--- config.mk ---
export PLATFORM = sky130hd
export DESIGN_NAME = dcwd_top
export DESIGN_NICKNAME = d
export VERILOG_FILES = /design/src/core/dcwd_pkg.sv /design/src/core/dcwd_mon_dec.sv /design/src/core/dcwd_ref_dec.sv /design/src/core/dcwd_top.sv
export SDC_FILE = /design/constraint.sdc
export NUM_CORES = 1
export LEC_CHECK = 0
export BUFFER_PORTS_ARGS = -buffer_cell sky130_fd_sc_hd__clkbuf_2
export CORE_MARGIN = 2
export CORE_UTILIZATION = 53
export CTS_BUF_LIST = sky130_fd_sc_hd__clkbuf_8
export DETAILED_ROUTE_END_ITERATION = 10
export GPL_TIMING_DRIVEN = 0
export PLACE_DENSITY = 0.85
export SKIP_CTS_REPAIR_TIMING = 1
export SLEW_MARGIN = 20
export SYNTH_ARGS = -nofsm -noshare
export SYNTH_HDL_FRONTEND = slang
export SYNTH_HIERARCHICAL = 1
export SYNTH_SLANG_ARGS = --single-unit
--- constraint.sdc ---
create_clock -name mclk -period 2.76 [get_ports mclk]
set_clock_uncertainty 0.1 [all_clocks]
set_input_delay 0.414 -clock mclk [delete_from_list [all_inputs] [get_ports mclk]]
set_output_delay 0.414 -clock mclk [all_outputs]
set_load 0.005 [all_outputs]
--- src/core/dcwd_pkg.sv ---
// constants, code maps and register map of the drive command word decoder
package dcwd_pkg;
    // command codes
    localparam logic [7:0] CMD_BASIC = 8'h50;
    localparam logic [7:0] CMD_IO = 8'h51;
    localparam logic [7:0] CMD_EXT = 8'h52;
    // drive control word bit positions
    localparam int BIT_FWD = 0;
    localparam int BIT_REV = 1;
    localparam int BIT_FRST = 9;
    localparam int BIT_EXTF = 10;
    localparam int BIT_HCLR = 11;
    localparam int BIT_BBLK = 12;
    localparam int BIT_VIN_LO = 16;
    localparam int VIN_N = 6;
    localparam int VIN_EIGHT = 5;
    localparam logic [31:0] CTRL_USED_MASK = 32'h003f_1e03;
    // reference select codes
    localparam logic [3:0] REF_NONE = 4'h0;
    localparam logic [3:0] REF_TRQ_COMP = 4'h1;
    localparam logic [3:0] REF_AOUT1 = 4'h2;
    localparam logic [3:0] REF_AOUT2 = 4'h3;
    localparam logic [3:0] REF_TERM_OUT = 4'h4;
    localparam logic [3:0] REF_PID_SP = 4'h5;
    localparam logic [3:0] REF_PULSE = 4'h6;
    localparam logic [3:0] REF_VF_GAIN = 4'h7;
    localparam logic [3:0] REF_CMD_SEL = 4'h9;
    localparam int PID_EN_BIT = 1;
    localparam int PARAM_W = 12;
    localparam logic [11:0] AOUT_PARAM_FREE = 12'h000;
    // monitor select codes
    localparam logic [4:0] MON_LAST_EXT = 5'h16;
    localparam int NIB_W = 4;
    // register map, byte addresses
    localparam int ADDR_W = 8;
    localparam logic [7:0] REG_CFG = 8'h00;
    localparam logic [7:0] REG_STAT = 8'h04;
    localparam logic [7:0] REG_ECHO = 8'h08;
    localparam int CFG_AO1_LSB = 0;
    localparam int CFG_AO2_LSB = 12;
    localparam int CFG_S8_BIT = 24;
    localparam logic [31:0] CFG_RST = 32'h0000_0000;
endpackage : dcwd_pkg

--- src/core/dcwd_mon_dec.sv ---
// monitor select decoder for one monitor slot
`timescale 1ns/1ps
`default_nettype none
module dcwd_mon_dec (
    input wire logic [3:0] nib,
    input wire logic hi,
    input wire logic ext_cmd,
    output logic ok,
    output logic [4:0] idx
);
    logic [4:0] code_w;
    logic ext_range_w;
    assign code_w = {hi, nib};
    // basic items 0..f always legal, the extended block only up to 16
    assign ext_range_w = (code_w <= dcwd_pkg::MON_LAST_EXT);
    assign ok = hi ? (ext_cmd && ext_range_w) : 1'b1;
    assign idx = ok ? code_w : 5'h00;
endmodule : dcwd_mon_dec
`default_nettype wire

--- src/core/dcwd_ref_dec.sv ---
// reference select decoder for one auxiliary reference slot
`timescale 1ns/1ps
`default_nettype none
module dcwd_ref_dec (
    input wire logic [3:0] code,
    input wire logic [11:0] ao1_param,
    input wire logic [11:0] ao2_param,
    input wire logic [15:0] ref_data,
    output logic honour,
    output logic pid_en
);
    always_comb begin
        case (code)
            dcwd_pkg::REF_NONE, dcwd_pkg::REF_TRQ_COMP, dcwd_pkg::REF_TERM_OUT: begin
                honour = 1'b1;
            end
            dcwd_pkg::REF_AOUT1: begin
                honour = (ao1_param == dcwd_pkg::AOUT_PARAM_FREE);
            end
            dcwd_pkg::REF_AOUT2: begin
                honour = (ao2_param == dcwd_pkg::AOUT_PARAM_FREE);
            end
            dcwd_pkg::REF_PID_SP, dcwd_pkg::REF_PULSE, dcwd_pkg::REF_VF_GAIN,
            dcwd_pkg::REF_CMD_SEL: begin
                honour = 1'b1;
            end
            default: begin
                // code 8 and a..f carry nothing
                honour = 1'b0;
            end
        endcase
    end
    assign pid_en = (code == dcwd_pkg::REF_CMD_SEL) && ref_data[dcwd_pkg::PID_EN_BIT];
endmodule : dcwd_ref_dec
`default_nettype wire

--- src/core/dcwd_top.sv ---
// drive command word decoder: control bits, select codes and register port
`timescale 1ns/1ps
`default_nettype none
module dcwd_top (
    input wire logic mclk,
    input wire logic arst_n,
    input wire logic cmd_valid,
    input wire logic [7:0] cmd_code,
    input wire logic [31:0] drive_control_word,
    input wire logic [7:0] aux_reference_select_pair,
    input wire logic [7:0] monitor_value_select_pair,
    input wire logic [1:0] monitor_select_high,
    input wire logic [15:0] ref1_data,
    input wire logic [15:0] ref2_data,
    input wire logic [7:0] reg_addr,
    input wire logic [31:0] reg_wdata,
    input wire logic reg_wr,
    input wire logic reg_rd,
    output logic cmd_taken_r,
    output logic run_fwd_r,
    output logic run_rev_r,
    output logic fault_reset_r,
    output logic network_external_fault_r,
    output logic fault_hist_clear_r,
    output logic base_block_r,
    output logic [5:0] virtual_inputs_r,
    output logic [3:0] ref1_code_r,
    output logic [3:0] ref2_code_r,
    output logic ref1_ok_r,
    output logic ref2_ok_r,
    output logic pid_sp_enable_r,
    output logic [4:0] mon1_idx_r,
    output logic [4:0] mon2_idx_r,
    output logic mon1_ok_r,
    output logic mon2_ok_r,
    output logic [7:0] ref_echo_r,
    output logic [7:0] mon_echo_r,
    output logic [31:0] reg_rdata_r
);

    ////////////////////////////////////////////////////////////////////////////
    // command acceptance and control word masking

    logic cmd_known_w;
    logic cmd_ok_w;
    logic ext_cmd_w;
    logic [31:0] ctrl_w;
    logic fwd_bit_w;
    logic rev_bit_w;
    logic both_dir_w;

    // other command codes carry no drive control word and leave everything standing
    assign cmd_known_w = (cmd_code == dcwd_pkg::CMD_BASIC) ||
                         (cmd_code == dcwd_pkg::CMD_IO) ||
                         (cmd_code == dcwd_pkg::CMD_EXT);
    assign cmd_ok_w = cmd_valid && cmd_known_w;
    assign ext_cmd_w = (cmd_code == dcwd_pkg::CMD_EXT);
    assign ctrl_w = drive_control_word & dcwd_pkg::CTRL_USED_MASK;
    assign fwd_bit_w = ctrl_w[dcwd_pkg::BIT_FWD];
    assign rev_bit_w = ctrl_w[dcwd_pkg::BIT_REV];
    // a conflicting pair is safer as a stop than as a guessed direction
    assign both_dir_w = fwd_bit_w && rev_bit_w;

    ////////////////////////////////////////////////////////////////////////////
    // configuration register

    logic [31:0] cfg_r;
    logic [31:0] cfg_nxt;
    logic cfg_wr_w;
    logic [11:0] ao1_param_w;
    logic [11:0] ao2_param_w;
    logic s8_present_w;

    assign cfg_wr_w = reg_wr && (reg_addr == dcwd_pkg::REG_CFG);
    assign cfg_nxt = cfg_wr_w ? reg_wdata : cfg_r;
    assign ao1_param_w = cfg_r[dcwd_pkg::CFG_AO1_LSB +: dcwd_pkg::PARAM_W];
    assign ao2_param_w = cfg_r[dcwd_pkg::CFG_AO2_LSB +: dcwd_pkg::PARAM_W];
    assign s8_present_w = cfg_r[dcwd_pkg::CFG_S8_BIT];

    always_ff @(posedge mclk or negedge arst_n) begin
        if (!arst_n) begin
            cfg_r <= dcwd_pkg::CFG_RST;
        end else begin
            cfg_r <= cfg_nxt;
        end
    end

    ////////////////////////////////////////////////////////////////////////////
    // run, fault and base block bits

    always_ff @(posedge mclk or negedge arst_n) begin
        if (!arst_n) begin
            cmd_taken_r <= 1'b0;
            run_fwd_r <= 1'b0;
            run_rev_r <= 1'b0;
            fault_reset_r <= 1'b0;
            network_external_fault_r <= 1'b0;
            fault_hist_clear_r <= 1'b0;
            base_block_r <= 1'b0;
        end else begin
            cmd_taken_r <= cmd_ok_w;
            if (cmd_ok_w) begin
                run_fwd_r <= fwd_bit_w && !both_dir_w;
                run_rev_r <= rev_bit_w && !both_dir_w;
                fault_reset_r <= ctrl_w[dcwd_pkg::BIT_FRST];
                network_external_fault_r <= ctrl_w[dcwd_pkg::BIT_EXTF];
                fault_hist_clear_r <= ctrl_w[dcwd_pkg::BIT_HCLR];
                base_block_r <= ctrl_w[dcwd_pkg::BIT_BBLK];
            end
        end
    end

    ////////////////////////////////////////////////////////////////////////////
    // virtual input terminals three to eight

    genvar gi;
    generate
        for (gi = 0; gi < dcwd_pkg::VIN_N; gi++) begin : g_vin
            logic vin_allowed_w;
            // the eighth terminal only exists when the variant bit says so
            assign vin_allowed_w = (gi != dcwd_pkg::VIN_EIGHT) || s8_present_w;
            always_ff @(posedge mclk or negedge arst_n) begin
                if (!arst_n) begin
                    virtual_inputs_r[gi] <= 1'b0;
                end else if (cmd_ok_w) begin
                    virtual_inputs_r[gi] <= ctrl_w[dcwd_pkg::BIT_VIN_LO + gi] && vin_allowed_w;
                end
            end
        end
    endgenerate

    ////////////////////////////////////////////////////////////////////////////
    // reference and monitor select decode, two slots each

    logic [3:0] ref_code_w [2];
    logic [15:0] ref_data_w [2];
    logic ref_ok_w [2];
    logic ref_pid_w [2];
    logic [3:0] mon_nib_w [2];
    logic mon_ok_w [2];
    logic [4:0] mon_idx_w [2];

    assign ref_data_w[0] = ref1_data;
    assign ref_data_w[1] = ref2_data;

    generate
        for (gi = 0; gi < 2; gi++) begin : g_slot
            assign ref_code_w[gi] = aux_reference_select_pair[gi*dcwd_pkg::NIB_W +: dcwd_pkg::NIB_W];
            assign mon_nib_w[gi] = monitor_value_select_pair[gi*dcwd_pkg::NIB_W +: dcwd_pkg::NIB_W];
            dcwd_ref_dec u_ref (
                .code(ref_code_w[gi]),
                .ao1_param(ao1_param_w),
                .ao2_param(ao2_param_w),
                .ref_data(ref_data_w[gi]),
                .honour(ref_ok_w[gi]),
                .pid_en(ref_pid_w[gi])
            );
            dcwd_mon_dec u_mon (
                .nib(mon_nib_w[gi]),
                .hi(monitor_select_high[gi]),
                .ext_cmd(ext_cmd_w),
                .ok(mon_ok_w[gi]),
                .idx(mon_idx_w[gi])
            );
        end
    endgenerate

    logic pid_any_w;
    assign pid_any_w = (ref_ok_w[0] && ref_pid_w[0]) || (ref_ok_w[1] && ref_pid_w[1]);

    always_ff @(posedge mclk or negedge arst_n) begin
        if (!arst_n) begin
            ref1_code_r <= 4'h0;
            ref2_code_r <= 4'h0;
            ref1_ok_r <= 1'b0;
            ref2_ok_r <= 1'b0;
            pid_sp_enable_r <= 1'b0;
            mon1_idx_r <= 5'h00;
            mon2_idx_r <= 5'h00;
            mon1_ok_r <= 1'b0;
            mon2_ok_r <= 1'b0;
            ref_echo_r <= 8'h00;
            mon_echo_r <= 8'h00;
        end else if (cmd_ok_w) begin
            ref1_code_r <= ref_code_w[0];
            ref2_code_r <= ref_code_w[1];
            ref1_ok_r <= ref_ok_w[0];
            ref2_ok_r <= ref_ok_w[1];
            pid_sp_enable_r <= pid_any_w;
            mon1_idx_r <= mon_idx_w[0];
            mon2_idx_r <= mon_idx_w[1];
            mon1_ok_r <= mon_ok_w[0];
            mon2_ok_r <= mon_ok_w[1];
            // echo is the raw byte, even when a code was refused
            ref_echo_r <= aux_reference_select_pair;
            mon_echo_r <= monitor_value_select_pair;
        end
    end

    ////////////////////////////////////////////////////////////////////////////
    // register read port

    logic [31:0] stat_w;
    logic [31:0] echo_w;
    logic [31:0] rd_mux_w;

    assign stat_w = {5'h00, mon2_idx_r, mon1_idx_r, mon2_ok_r, mon1_ok_r, ref2_ok_r,
                     ref1_ok_r, pid_sp_enable_r, virtual_inputs_r, base_block_r,
                     fault_hist_clear_r, network_external_fault_r, fault_reset_r,
                     run_rev_r, run_fwd_r};
    assign echo_w = {16'h0000, mon_echo_r, ref_echo_r};
    assign rd_mux_w = (reg_addr == dcwd_pkg::REG_CFG) ? cfg_r :
                      (reg_addr == dcwd_pkg::REG_STAT) ? stat_w :
                      (reg_addr == dcwd_pkg::REG_ECHO) ? echo_w : 32'h0000_0000;

    // read data stand only in the cycle after the strobe, zero otherwise
    always_ff @(posedge mclk or negedge arst_n) begin
        if (!arst_n) begin
            reg_rdata_r <= 32'h0000_0000;
        end else begin
            reg_rdata_r <= reg_rd ? rd_mux_w : 32'h0000_0000;
        end
    end
endmodule : dcwd_top
`default_nettype wire

==> Word-level counts from Yosys, hierarchy flattened <==
Cells that the tools add are included.
{ "classes": {"n_reduce_logical": 23, "n_mux": 10, "n_lt_le_gt_ge": 2, "eq_ne": 21} }
{ "ops": {"columns": ["operator", "n"], "rows": [
  ["two-way mux 32 bit", 2],
  ["== test 4 x 3 -> 1 bit (second input constant)", 8],
  ["two-way mux 27 bit", 1],
  ["== test 8 x 7 -> 1 bit (second input constant)", 3],
  ["logical NOT 12 bit", 2],
  ["== test 4 x 2 -> 1 bit (second input constant)", 4],
  ["two-way mux 16 bit", 1],
  ["OR reduction 7 bit", 2],
  ["logical AND 1 bit", 12],
  ["less-or-equal comparator 5 bit (second input constant)", 2],
  ["two-way mux 5 bit", 2],
  ["== test 4 x 1 -> 1 bit (second input constant)", 2],
  ["== test 4 bit (second input constant)", 2],
  ["== test 8 x 3 -> 1 bit (second input constant)", 1],
  ["== test 8 x 4 -> 1 bit (second input constant)", 1],
  ["logical NOT 4 bit", 2],
  ["logical NOT 8 bit", 1],
  ["one-hot mux 1 bit (3 select lines)", 2],
  ["logical OR 1 bit", 3],
  ["two-way mux 1 bit", 2],
  ["logical NOT 1 bit", 1]
]} }
{ "totals": {"register_bits": 116, "word_cells": 82, "output_inout_bits": 84, "inputBits": 135} }

==> Logic depth before layout (Yosys ltp) <==
Gate-level depths: netlist (run 1).
{ "logic_depth": {"depth_word": 5, "depth_mapped": 6, "depth_no_buf": 6} }

==> By module <==
Netlist (run 1), hierarchy kept.
{ "modules_own_cells": {"columns": ["module", "instances", "area_per_inst_um2", "cells_per_inst", "seq_area_each_um2"], "rows": [
  ["dcwd_top", 1, 4742.0, 316, 2702.6],
  ["dcwd_ref_dec", 2, 111.4, 17, 0.0],
  ["dcwd_mon_dec", 2, 87.6, 15, 0.0]
]} }

==> Least setup slack after synthesis (run 1) <==
Ideal clock, no wire load.
{ "synth_timing": {"path_type": "input-to-reg", "startpoint": "input reg_addr[5]", "endpoint": "register cfg_r[10]", "setup_ns": 0.125, "n_path_buf": 1, "required_ns": 2.535, "arrival_time_ns": 1.418, "slack_ns": 1.117, "path_stages": 4, "path_cell_list": "nor4_4 nand4_4 buf_6 mux2_4"} }
{ "synth_between": {"elab_chain_len": 2} }
{ "synth_lines": {"columns": ["element", "line_no", "rtl"], "rows": [
  ["from (decl)", "dcwd_top.sv:15", "input wire logic [7:0] reg_addr,"],
  ["logical NOT 8 bit", "dcwd_top.sv:74", "assign cfg_wr_w = reg_wr && (reg_addr == dcwd_pkg::REG_CFG);"],
  ["logical AND 1 bit", "dcwd_top.sv:74", null],
  ["to (signal assigned)", "dcwd_top.sv:82", "cfg_r <= dcwd_pkg::CFG_RST;"],
  ["to (signal assigned)", "dcwd_top.sv:84", "cfg_r <= cfg_nxt;"],
  ["to (decl)", "dcwd_top.sv:67", "logic [31:0] cfg_r;"]
]} }
No other way between the ends.
A chain may end at the register's enable or synchronous reset.

==> results of run 1 <==
-- worst max-delay path by stage --
stage	startpoint	endpoint	slack, ns
2_1_floorplan	reg_addr[5]	cfg_r[10]$_DFFE_PN0P_	1.12
3_3_place_gp	arst_n	cfg_r[26]$_DFFE_PN0P_	-0.20
3_5_place_dp	reg_addr[5]	cfg_r[21]$_DFFE_PN0P_	0.83
4_1_cts	cfg_r[6]$_DFFE_PN0P_	pid_sp_enable_r$_DFFE_PN0P_	1.05
5_1_grt	cfg_r[6]$_DFFE_PN0P_	pid_sp_enable_r$_DFFE_PN0P_	0.89
6_report	cfg_r[18]$_DFFE_PN0P_	pid_sp_enable_r$_DFFE_PN0P_	1.00
-- critical path: stages (launching register included) --
cell	delay, ns
dfrtp_1	0.42
nor4_1	0.35
nand2_1	0.17
o21ai_1	0.19
o31a_1	0.18
a22o_1	0.14
mux2_4	0.14
-- cell type report --
cell class / instances / area share [%]
Inverter: 4 / 0.235
Buffer: 23 / 2.86
Timing Repair Buffer: 170 / 13.9
Clock buffer: 10 / 2.15
Multi-Input combinational cell: 245 / 35.1
Sequential cell: 108 / 42.3
Tap cell: 129 / 2.53
Clock inverter: 5 / 0.979
-- power by group through the flow --
| stage | Clock (W) | Combinational (W) | Sequential, W |
|---|---|---|---|
| 2_1_floorplan | 0 | 0.000241 | 0.00176 |
| 3_3_place_gp | 0 | 0.000459 | 0.00178 |
| 3_5_place_dp | 0 | 0.000480 | 0.00178 |
| 4_1_cts | 0.000986 | 0.000483 | 0.00175 |
| 5_1_grt | 0.00106 | 0.000526 | 0.00176 |
| 6_report | 0.000982 | 0.000478 | 0.00175 |
-- kinds of logic after synthesis --
group / count (synthesis) / synth area share (%)
compound gates: 29 / 3.48
simple gates: 114 / 13.5
flops: 108 / 52.6
buf+inv: 27 / 3.85
mux: 102 / 26.6
-- metrics by stage --
stage | cell area, um2 | power (W)
after floorplan | 5140 | 0.00200
after global placement | 6140 | 0.00224
after detailed placement | 6180 | 0.00226
after CTS | 6380 | 0.00322
after global routing | 6390 | 0.00335
final | 6390 | 0.00321
-- flip-flops by register name (all words and copies together), names as in the netlist, 3 cells and up --
| name | flops |
|---|---|
| ref2_code_r | 4 |
| mon1_idx_r | 5 |
| virtual_inputs_r | 6 |
| reg_rdata_r | 32 |
| ref1_code_r | 3 |
| mon2_idx_r | 5 |
| cfg_r | 32 |
| mon_echo_r | 8 |
-- placed cells by master (no fill, tap or decap), types with 2 or more instances in the layout --
cell / n
nor4b_2: 2
nand3b_1: 2
and3_1: 7
a21boi_1: 4
buf_6: 7
mux2_2: 6
clkbuf_8: 11
nand3_1: 5
nand2b_1: 2
nor2b_4: 2
nor4_2: 2
nand4_4: 2
clkbuf_1: 3
nand2_1: 36
clkinv_4: 2
dfrtp_1: 108
nor2b_1: 6
o21ai_1: 4
a21oi_1: 16
inv_1: 4
a21boi_2: 2
mux2_4: 68
buf_2: 2
clkbuf_2: 167
or2_2: 16
o31a_1: 2
nand4_1: 2
nor2_1: 17
buf_4: 11
mux2i_1: 28
nor4_1: 8
clkinvlp_4: 2
-- layer usage --
layer | vias to the layer above | GRT usage (%)
li1 | 1686 | -
met1 | 1766 | 31.5
met2 | 148 | 40.0
met3 | 18 | 4.04
met4 | 0 | 6.87
met5 | - | 0
==> metrics.yaml, run 1 <==
status:
  outcome: "finished, final reports clean"
finish:
  seq_area_um2: 2700
  syn_to_final_growth_pct: 24.3
  antennaDiodeCount: 0
  drive_gt1_share_pct: 54.2
  fillCellCount: 668
  nNetsFinal: 696
  final_util_pct: 68.5
  multi_input_area_um2: 2240
  layout.cells.non_filler: 694
pwr:
  switching_power_w: 0.000827
  vdd_drop_max_mv: 0.256
  power_density_nw_per_um2: 503
  p_sw_share_pct: 25.8
  power.share.clock_pct: 30.6
  internal-power_w: 0.00238
  power_frac_comb_pct: 14.9
  sequentialPowerShare_pct: 54.5
  leakage_nw: 3.55
route:
  drt-total-wl_um: 12200
  viasPerCell: 5.21
  post-route-drc-count: 0
  top_layer_used: "met4"
  wl_per_cell_um: 17.5
  vias: 3618
  drt-initial-drc-count: 113
  met1_length_um: 5220
  drt_pass1_iterations: 4
  wl_met3_um: 813
  wl_met2_um: 5960
  antenna_left: 0
grt:
  grt_max_degree: 64
  antenna_found_initial: 0
  grt.overflow.total: 0
  track_usage_pct: 23.7
  grt_pass1_wl_um: 18600
  grt_pass1_vias: 3595
die:
  coreArea_um2: 9330
  rows: 35
  die_area_um2: 10500
  pin_count: 219
  die_h_um: 102
  die_w_um: 102
  start_util_pct: 55.1
setup_path:
  path_class: "flip-flop to flip-flop"
  r2r_end: "pid_sp_enable_r$_DFFE_PN0P_"
  worstSetupEndpointType: "flip-flop"
  r2r-start: "cfg_r[18]$_DFFE_PN0P_"
  critical_path.max_fanout: 4
  worst_ep_required_time_ns: 2.96
  rrSetupSlack_ns: 1.00
  start_kind: "flip-flop"
  critPathArrivalTime_ns: 1.96
  reg2reg_depth: 6
placement:
  place_ws_ns: 0.831
  hpwl_um: 9390
  gp_congestion: 0.854
  numPortBuffers: 168
  placed_cells: 678
hold_path:
  hp-start: "reg_wdata[25]"
  hold_path_depth: 2
  hp-class: "input port to flip-flop"
  hold_end: "cfg_r[25]$_DFFE_PN0P_"
clocking:
  cts_root_buf: "clkbuf_8"
  htreeDepth: 3
  cts_tree: "yes"
  cts_sinks: 108
  path_clk_slew_ns: 0.11
  clk_latency_ns: 0.36
  cts_made_buffers: 9
  cts.path.max_buffers: 2
timing:
  finalCriticalPeriod_ns: 1.76
  hold_viol: 0
  finalMaxSlewViolations: 0
  timing.fmax_mhz: 568
  whs_ns: 0.174
  fin_crit_sh_pct: 63.8
  worstMarginPinSlew_ns: 0.451
  setup_tns_ns: 0
  setup_viol: 0
  setup_ws_ns: 1.00
  rsz0062_at_grt: "no"
  relSlewSlack_pct: 70.0
synth:
  synth.most_common_cell: "dfrtp_1"
  synth_area_leaders: "dfrtp_1, mux2_4, mux2i_1"
  syn-cell-area_um2: 5140
  synth_edf_count: 0
  syn_inst: 380
  async_flop_share_pct: 100
  ys_types: 34
  synth_common_cells: "dfrtp_1, mux2_4, nand2_1, mux2i_1, nor2_1"
  yosysTopAreaCell: "dfrtp_1"
  synth_top_area_share_pct: 52.6
  syn_avg_cell_area_um2: 13.5
  ys_seq_area_share_pct: 52.6
  yosys_warnings: 6
  synth_flop_cell: "dfrtp_1"
  synthesis.nets: 515
  ys_ff_latch: 108
job:
  drv_cap: 0
(Power assumes the default switching activity.)
==> inputs of run 2 (changes only) <==
CORE_UTILIZATION = 50   (was 53)
PLACE_DENSITY = 0.8   (was 0.85)
clock period = 1.8 ns   (was 2.76 ns; I/O delays follow)
==> metrics.yaml, run 2 (synthesis gave the netlist of run 1 again) <==
pwr:
  leakage_nw: 3.57
  power_density_nw_per_um2: 784
  fin_total_pwr_w: 0.00503
  vdd_drop_max_mv: 0.377
finish:
  seq_area_um2: 2700
  layout.cells.non_filler: 701
  final_util_pct: 63.2
  syn_to_final_growth_pct: 24.8
  nNetsFinal: 696
  layout_commonest_cell: "clkbuf_2"
  drive_gt1_share_pct: 54.0
  multi_input_area_um2: 2240
  fillCellCount: 805
  fin_area_um2: 6410
  final_cell_mix: "clkbuf_2, dfrtp_1, mux2_4"
  antennaDiodeCount: 0
  largestRegisters: "cfg_r x32, reg_rdata_r x32, mon_echo_r x8"
status:
  outcome: "finished, final reports clean"
route:
  drt-initial-drc-count: 180
  wl_per_cell_um: 17.9
  post-route-drc-count: 0
  viasPerCell: 5.22
  vias: 3660
  drt-total-wl_um: 12600
  antenna_left: 0
  drt_pass1_iterations: 4
timing:
  relSlewSlack_pct: 66.5
  fin_crit_sh_pct: 92.0
  whs_ns: 0.0263
  timing.fmax_mhz: 604
  hold_viol: 0
  finalMaxSlewViolations: 0
  worstMarginPinSlew_ns: 0.503
  rsz0062_at_grt: "no"
  setup_viol: 0
  finalCriticalPeriod_ns: 1.66
die:
  start_util_pct: 50.7
  die_w_um: 105
  rows: 37
  die_h_um: 105
  coreArea_um2: 10100
  pin_count: 219
  die_area_um2: 11100
placement:
  placed_cells: 685
  dpl_cell_area_um2: 6190
  gp_congestion: 0.821
  hpwl_um: 9530
  numPortBuffers: 168
setup_path:
  rrSetupSlack_ns: 0.14
  path_class: "flip-flop to flip-flop"
  critPathArrivalTime_ns: 1.82
  reg2reg_depth: 6
  worst_ep_required_time_ns: 1.96
  worstSetupEndpointType: "flip-flop"
  r2r-start: "cfg_r[1]$_DFFE_PN0P_"
  start_kind: "flip-flop"
  r2r_end: "pid_sp_enable_r$_DFFE_PN0P_"
  critical_path.max_fanout: 4
grt:
  grt_pass1_wl_um: 19500
  track_usage_pct: 22.9
  grt.overflow.total: 0
  grt_max_degree: 62
  antenna_found_initial: 0
  grt_pass1_vias: 3760
hold_path:
  hold_end: "cfg_r[17]$_DFFE_PN0P_"
  hp-start: "reg_wdata[17]"
  hold_path_depth: 2
  hp-class: "input port to flip-flop"
clocking:
  htreeDepth: 3
  cts_tree: "yes"
  clk_latency_ns: 0.37
  cts_made_buffers: 9
  cts.path.max_buffers: 2
  cts_sinks: 108
  path_clk_slew_ns: 0.10
  cts_root_buf: "clkbuf_8"
job:
  drv_cap: 0
[run 2: changes by cell type in the layout (fill, tap and decap cells not counted), sizes merged]
cell	change
bufinv	+1
clkinvlp	-2
inv	+1
[run 2: layer usage]
layer | vias up | wire length [um] | GRT usage (%)
li1 | 1679 | - | -
met1 | 1803 | 5350 | 29.6
met2 | 163 | 6100 | 37.8
met3 | 15 | 956 | 6.00
met4 | 0 | 151 | 6.86
met5 | - | 0 | 0
[run 2: worst max path at each step]
stage,startpoint,end
2_1_floorplan,cfg_r[12]$_DFFE_PN0P_,pid_sp_enable_r$_DFFE_PN0P_
3_3_place_gp,arst_n,cfg_r[26]$_DFFE_PN0P_
3_5_place_dp,reg_addr[5],reg_rdata_r[15]$_DFF_PN0_
4_1_cts,cfg_r[18]$_DFFE_PN0P_,pid_sp_enable_r$_DFFE_PN0P_
5_1_grt,cfg_r[14]$_DFFE_PN0P_,pid_sp_enable_r$_DFFE_PN0P_
6_report,cfg_r[1]$_DFFE_PN0P_,pid_sp_enable_r$_DFFE_PN0P_
[run 2: critical path, cell delays in order (launching register included)]
cell and delay (ns):
dfrtp_1 0.44, nor4b_2 0.08, nand4_1 0.10, o21ai_1 0.07, o31a_1 0.26, a22o_1 0.23
mux2_4 0.26
[run 2: through the flow]
step	setup WS (ns)	setup TNS, ns
after CTS	0.138	0
after global routing	0.0773	0
after global placement	-1.04	-111.24
final	0.143	0
after floorplan	0.290	0
after detailed placement	0.0229	0
[run 2: cell type report]
| class | instances | share of cell area (%) |
|---|---|---|
| clock buffer | 10 | 2.15 |
| sequential | 108 | 42.1 |
| multi-input combinational | 245 | 34.9 |
| clock inverter | 5 | 1.21 |
| tap | 136 | 2.65 |
| buffer | 23 | 2.85 |
| timing repair buffer | 170 | 13.8 |
| inverter | 4 | 0.234 |
[run 2: power breakdown]
group	total [W]	internal (W)	leakage, nW	switching, W
sequential	0.00269	0.00255	1.48	0.000138
combinational	0.000730	0.000423	1.97	0.000307
clock	0.00161	0.000810	0.114	0.000795
total	0.00503	0.00379	3.57	0.00124
==> inputs of run 3 (changes only) <==
GPL_TIMING_DRIVEN = not set   (was 0)
==> metrics.yaml, run 3 (synthesis gave the netlist of run 1 again) <==
status:
  outcome: "finished, final reports clean"
die:
  start_util_pct: 50.7
  die_area_um2: 11100
  rows: 37
  die_w_um: 105
  die_h_um: 105
  coreArea_um2: 10100
  pin_count: 219
finish:
  final_cell_mix: "clkbuf_2, dfrtp_1, mux2_4"
  seq_area_um2: 2700
  fin_area_um2: 6340
  multi_input_area_um2: 2240
  layout_commonest_cell: "clkbuf_2"
  antennaDiodeCount: 0
  drive_gt1_share_pct: 54.0
  nNetsFinal: 687
  fillCellCount: 804
  layout.cells.non_filler: 693
  syn_to_final_growth_pct: 23.4
  largestRegisters: "cfg_r x32, reg_rdata_r x32, mon_echo_r x8"
grt:
  grt_pass1_vias: 3709
  grt_pass1_wl_um: 19300
  grt_max_degree: 45
  track_usage_pct: 22.5
  antenna_found_initial: 0
  grt.overflow.total: 0
setup_path:
  r2r-start: "cfg_r[6]$_DFFE_PN0P_"
  crit_path_start: "cfg_r[6]$_DFFE_PN0P_"
  rrSetupSlack_ns: 0.11
  crit_chain: "nor4_1, nand4_1, o21ai_1, o31a_1, a22o_1, mux2_4"
  critPathArrivalTime_ns: 1.90
  critical_path.max_fanout: 4
  start_kind: "flip-flop"
  r2r_end: "pid_sp_enable_r$_DFFE_PN0P_"
  worst_ep_required_time_ns: 2.01
  worstSetupEndpointType: "flip-flop"
  reg2reg_depth: 6
  path_class: "flip-flop to flip-flop"
  cp_slowest_cell: "dfrtp_1"
  endpoint: "pid_sp_enable_r$_DFFE_PN0P_"
  slowest_delay_ns: 0.43
pwr:
  fin_total_pwr_w: 0.00489
  internal-power_w: 0.00364
  p_sw_share_pct: 25.6
  power_frac_comb_pct: 14.5
  power.share.clock_pct: 30.6
  sequentialPowerShare_pct: 54.9
  switching_power_w: 0.00125
  vdd_drop_max_mv: 0.343
  power_density_nw_per_um2: 771
  leakage_nw: 3.53
route:
  antenna_left: 0
  drt_pass1_iterations: 5
  vias: 3599
  viasPerCell: 5.19
  drt-initial-drc-count: 146
  wl_per_cell_um: 17.3
  drt-total-wl_um: 12000
  post-route-drc-count: 0
timing:
  whs_ns: 0.0266
  setup_tns_ns: 0
  timing.fmax_mhz: 593
  fin_crit_sh_pct: 93.7
  worstMarginPinSlew_ns: 0.413
  hold_viol: 0
  relSlewSlack_pct: 72.2
  rsz0062_at_grt: "no"
  finalMaxSlewViolations: 0
  setup_viol: 0
  finalCriticalPeriod_ns: 1.69
placement:
  dpl_cell_area_um2: 6130
  gp_congestion: 0.763
  hpwl_um: 8920
  numPortBuffers: 168
  placed_cells: 676
clocking:
  clk_latency_ns: 0.36
  cts_sinks: 108
  cts_root_buf: "clkbuf_8"
  cts_tree: "yes"
  cts.path.max_buffers: 2
  htreeDepth: 3
  path_clk_slew_ns: 0.10
  cts_made_buffers: 9
hold_path:
  hp-class: "input port to flip-flop"
job:
  drv_cap: 0
-- run 3: cell count changes in the layout (fill, tap and decap cells not counted), sizes merged --
cell,previous run,this run
buf,21,16
clkinv,2,4
bufinv,2,1
clkbuf,181,177
-- run 3: worst min path at each step --
stage               slack, ns                         endpoint  cells past startpoint                   start
floorplan               -0.13         base_block_r$_DFFE_PN0P_                      0                  arst_n
global placement         0.09   fault_hist_clear_r$_DFFE_PN0P_                      1                  arst_n
detailed placement       0.10   fault_hist_clear_r$_DFFE_PN0P_                      1                  arst_n
CTS                     -0.31   fault_hist_clear_r$_DFFE_PN0P_                      1                  arst_n
global route            0.009  virtual_inputs_r[3]$_DFFE_PN0P_                      2  drive_control_word[19]
finish                   0.03  virtual_inputs_r[4]$_DFFE_PN0P_                      2  drive_control_word[20]
-- run 3: routing by layer --
metal  vias up  global-route usage, %  part of all wire, %
met5         -                      0                    0
li1       1669                      -                    -
met3        16                   4.33                  6.3
met4         0                   7.81                  1.7
met2       147                   36.3                   48
met1      1767                   30.5                   44
-- run 3: power groups by stage --
stage          clock network, W  registers [W]  logic (W)
4_1_cts                 0.00154        0.00269   0.000721
3_5_place_dp                  0        0.00274   0.000717
6_report                0.00150        0.00269   0.000709
5_1_grt                 0.00164        0.00271   0.000778
2_1_floorplan                 0        0.00270   0.000370
3_3_place_gp                  0        0.00273   0.000701
-- run 3: cell type report --
cell class / instances / area share [%]
Sequential cell: 108 / 42.6
Multi-Input combinational cell: 245 / 35.3
Timing Repair Buffer: 184 / 16.0
Tap cell: 136 / 2.68
Clock buffer: 10 / 2.17
Clock inverter: 6 / 0.986
Inverter: 4 / 0.237
-- run 3: metrics by stage --
step	setup WS, ns	utilization, %
3_3_place_gp	0.0682	60.5
3_5_place_dp	0.0584	60.5
4_1_cts	0.127	62.5
5_1_grt	0.0316	62.6
6_report	0.114	62.6
2_1_floorplan	0.290	-
-- run 3: worst max-delay path: cells and delay by family (launching register included) --
kind | cells | cell delay, ns
AND/OR/NAND/NOR | 2 | 0.58
flip-flops | 1 | 0.43
AO/OA/AOI/OAI | 3 | 0.41
multiplexers | 1 | 0.13
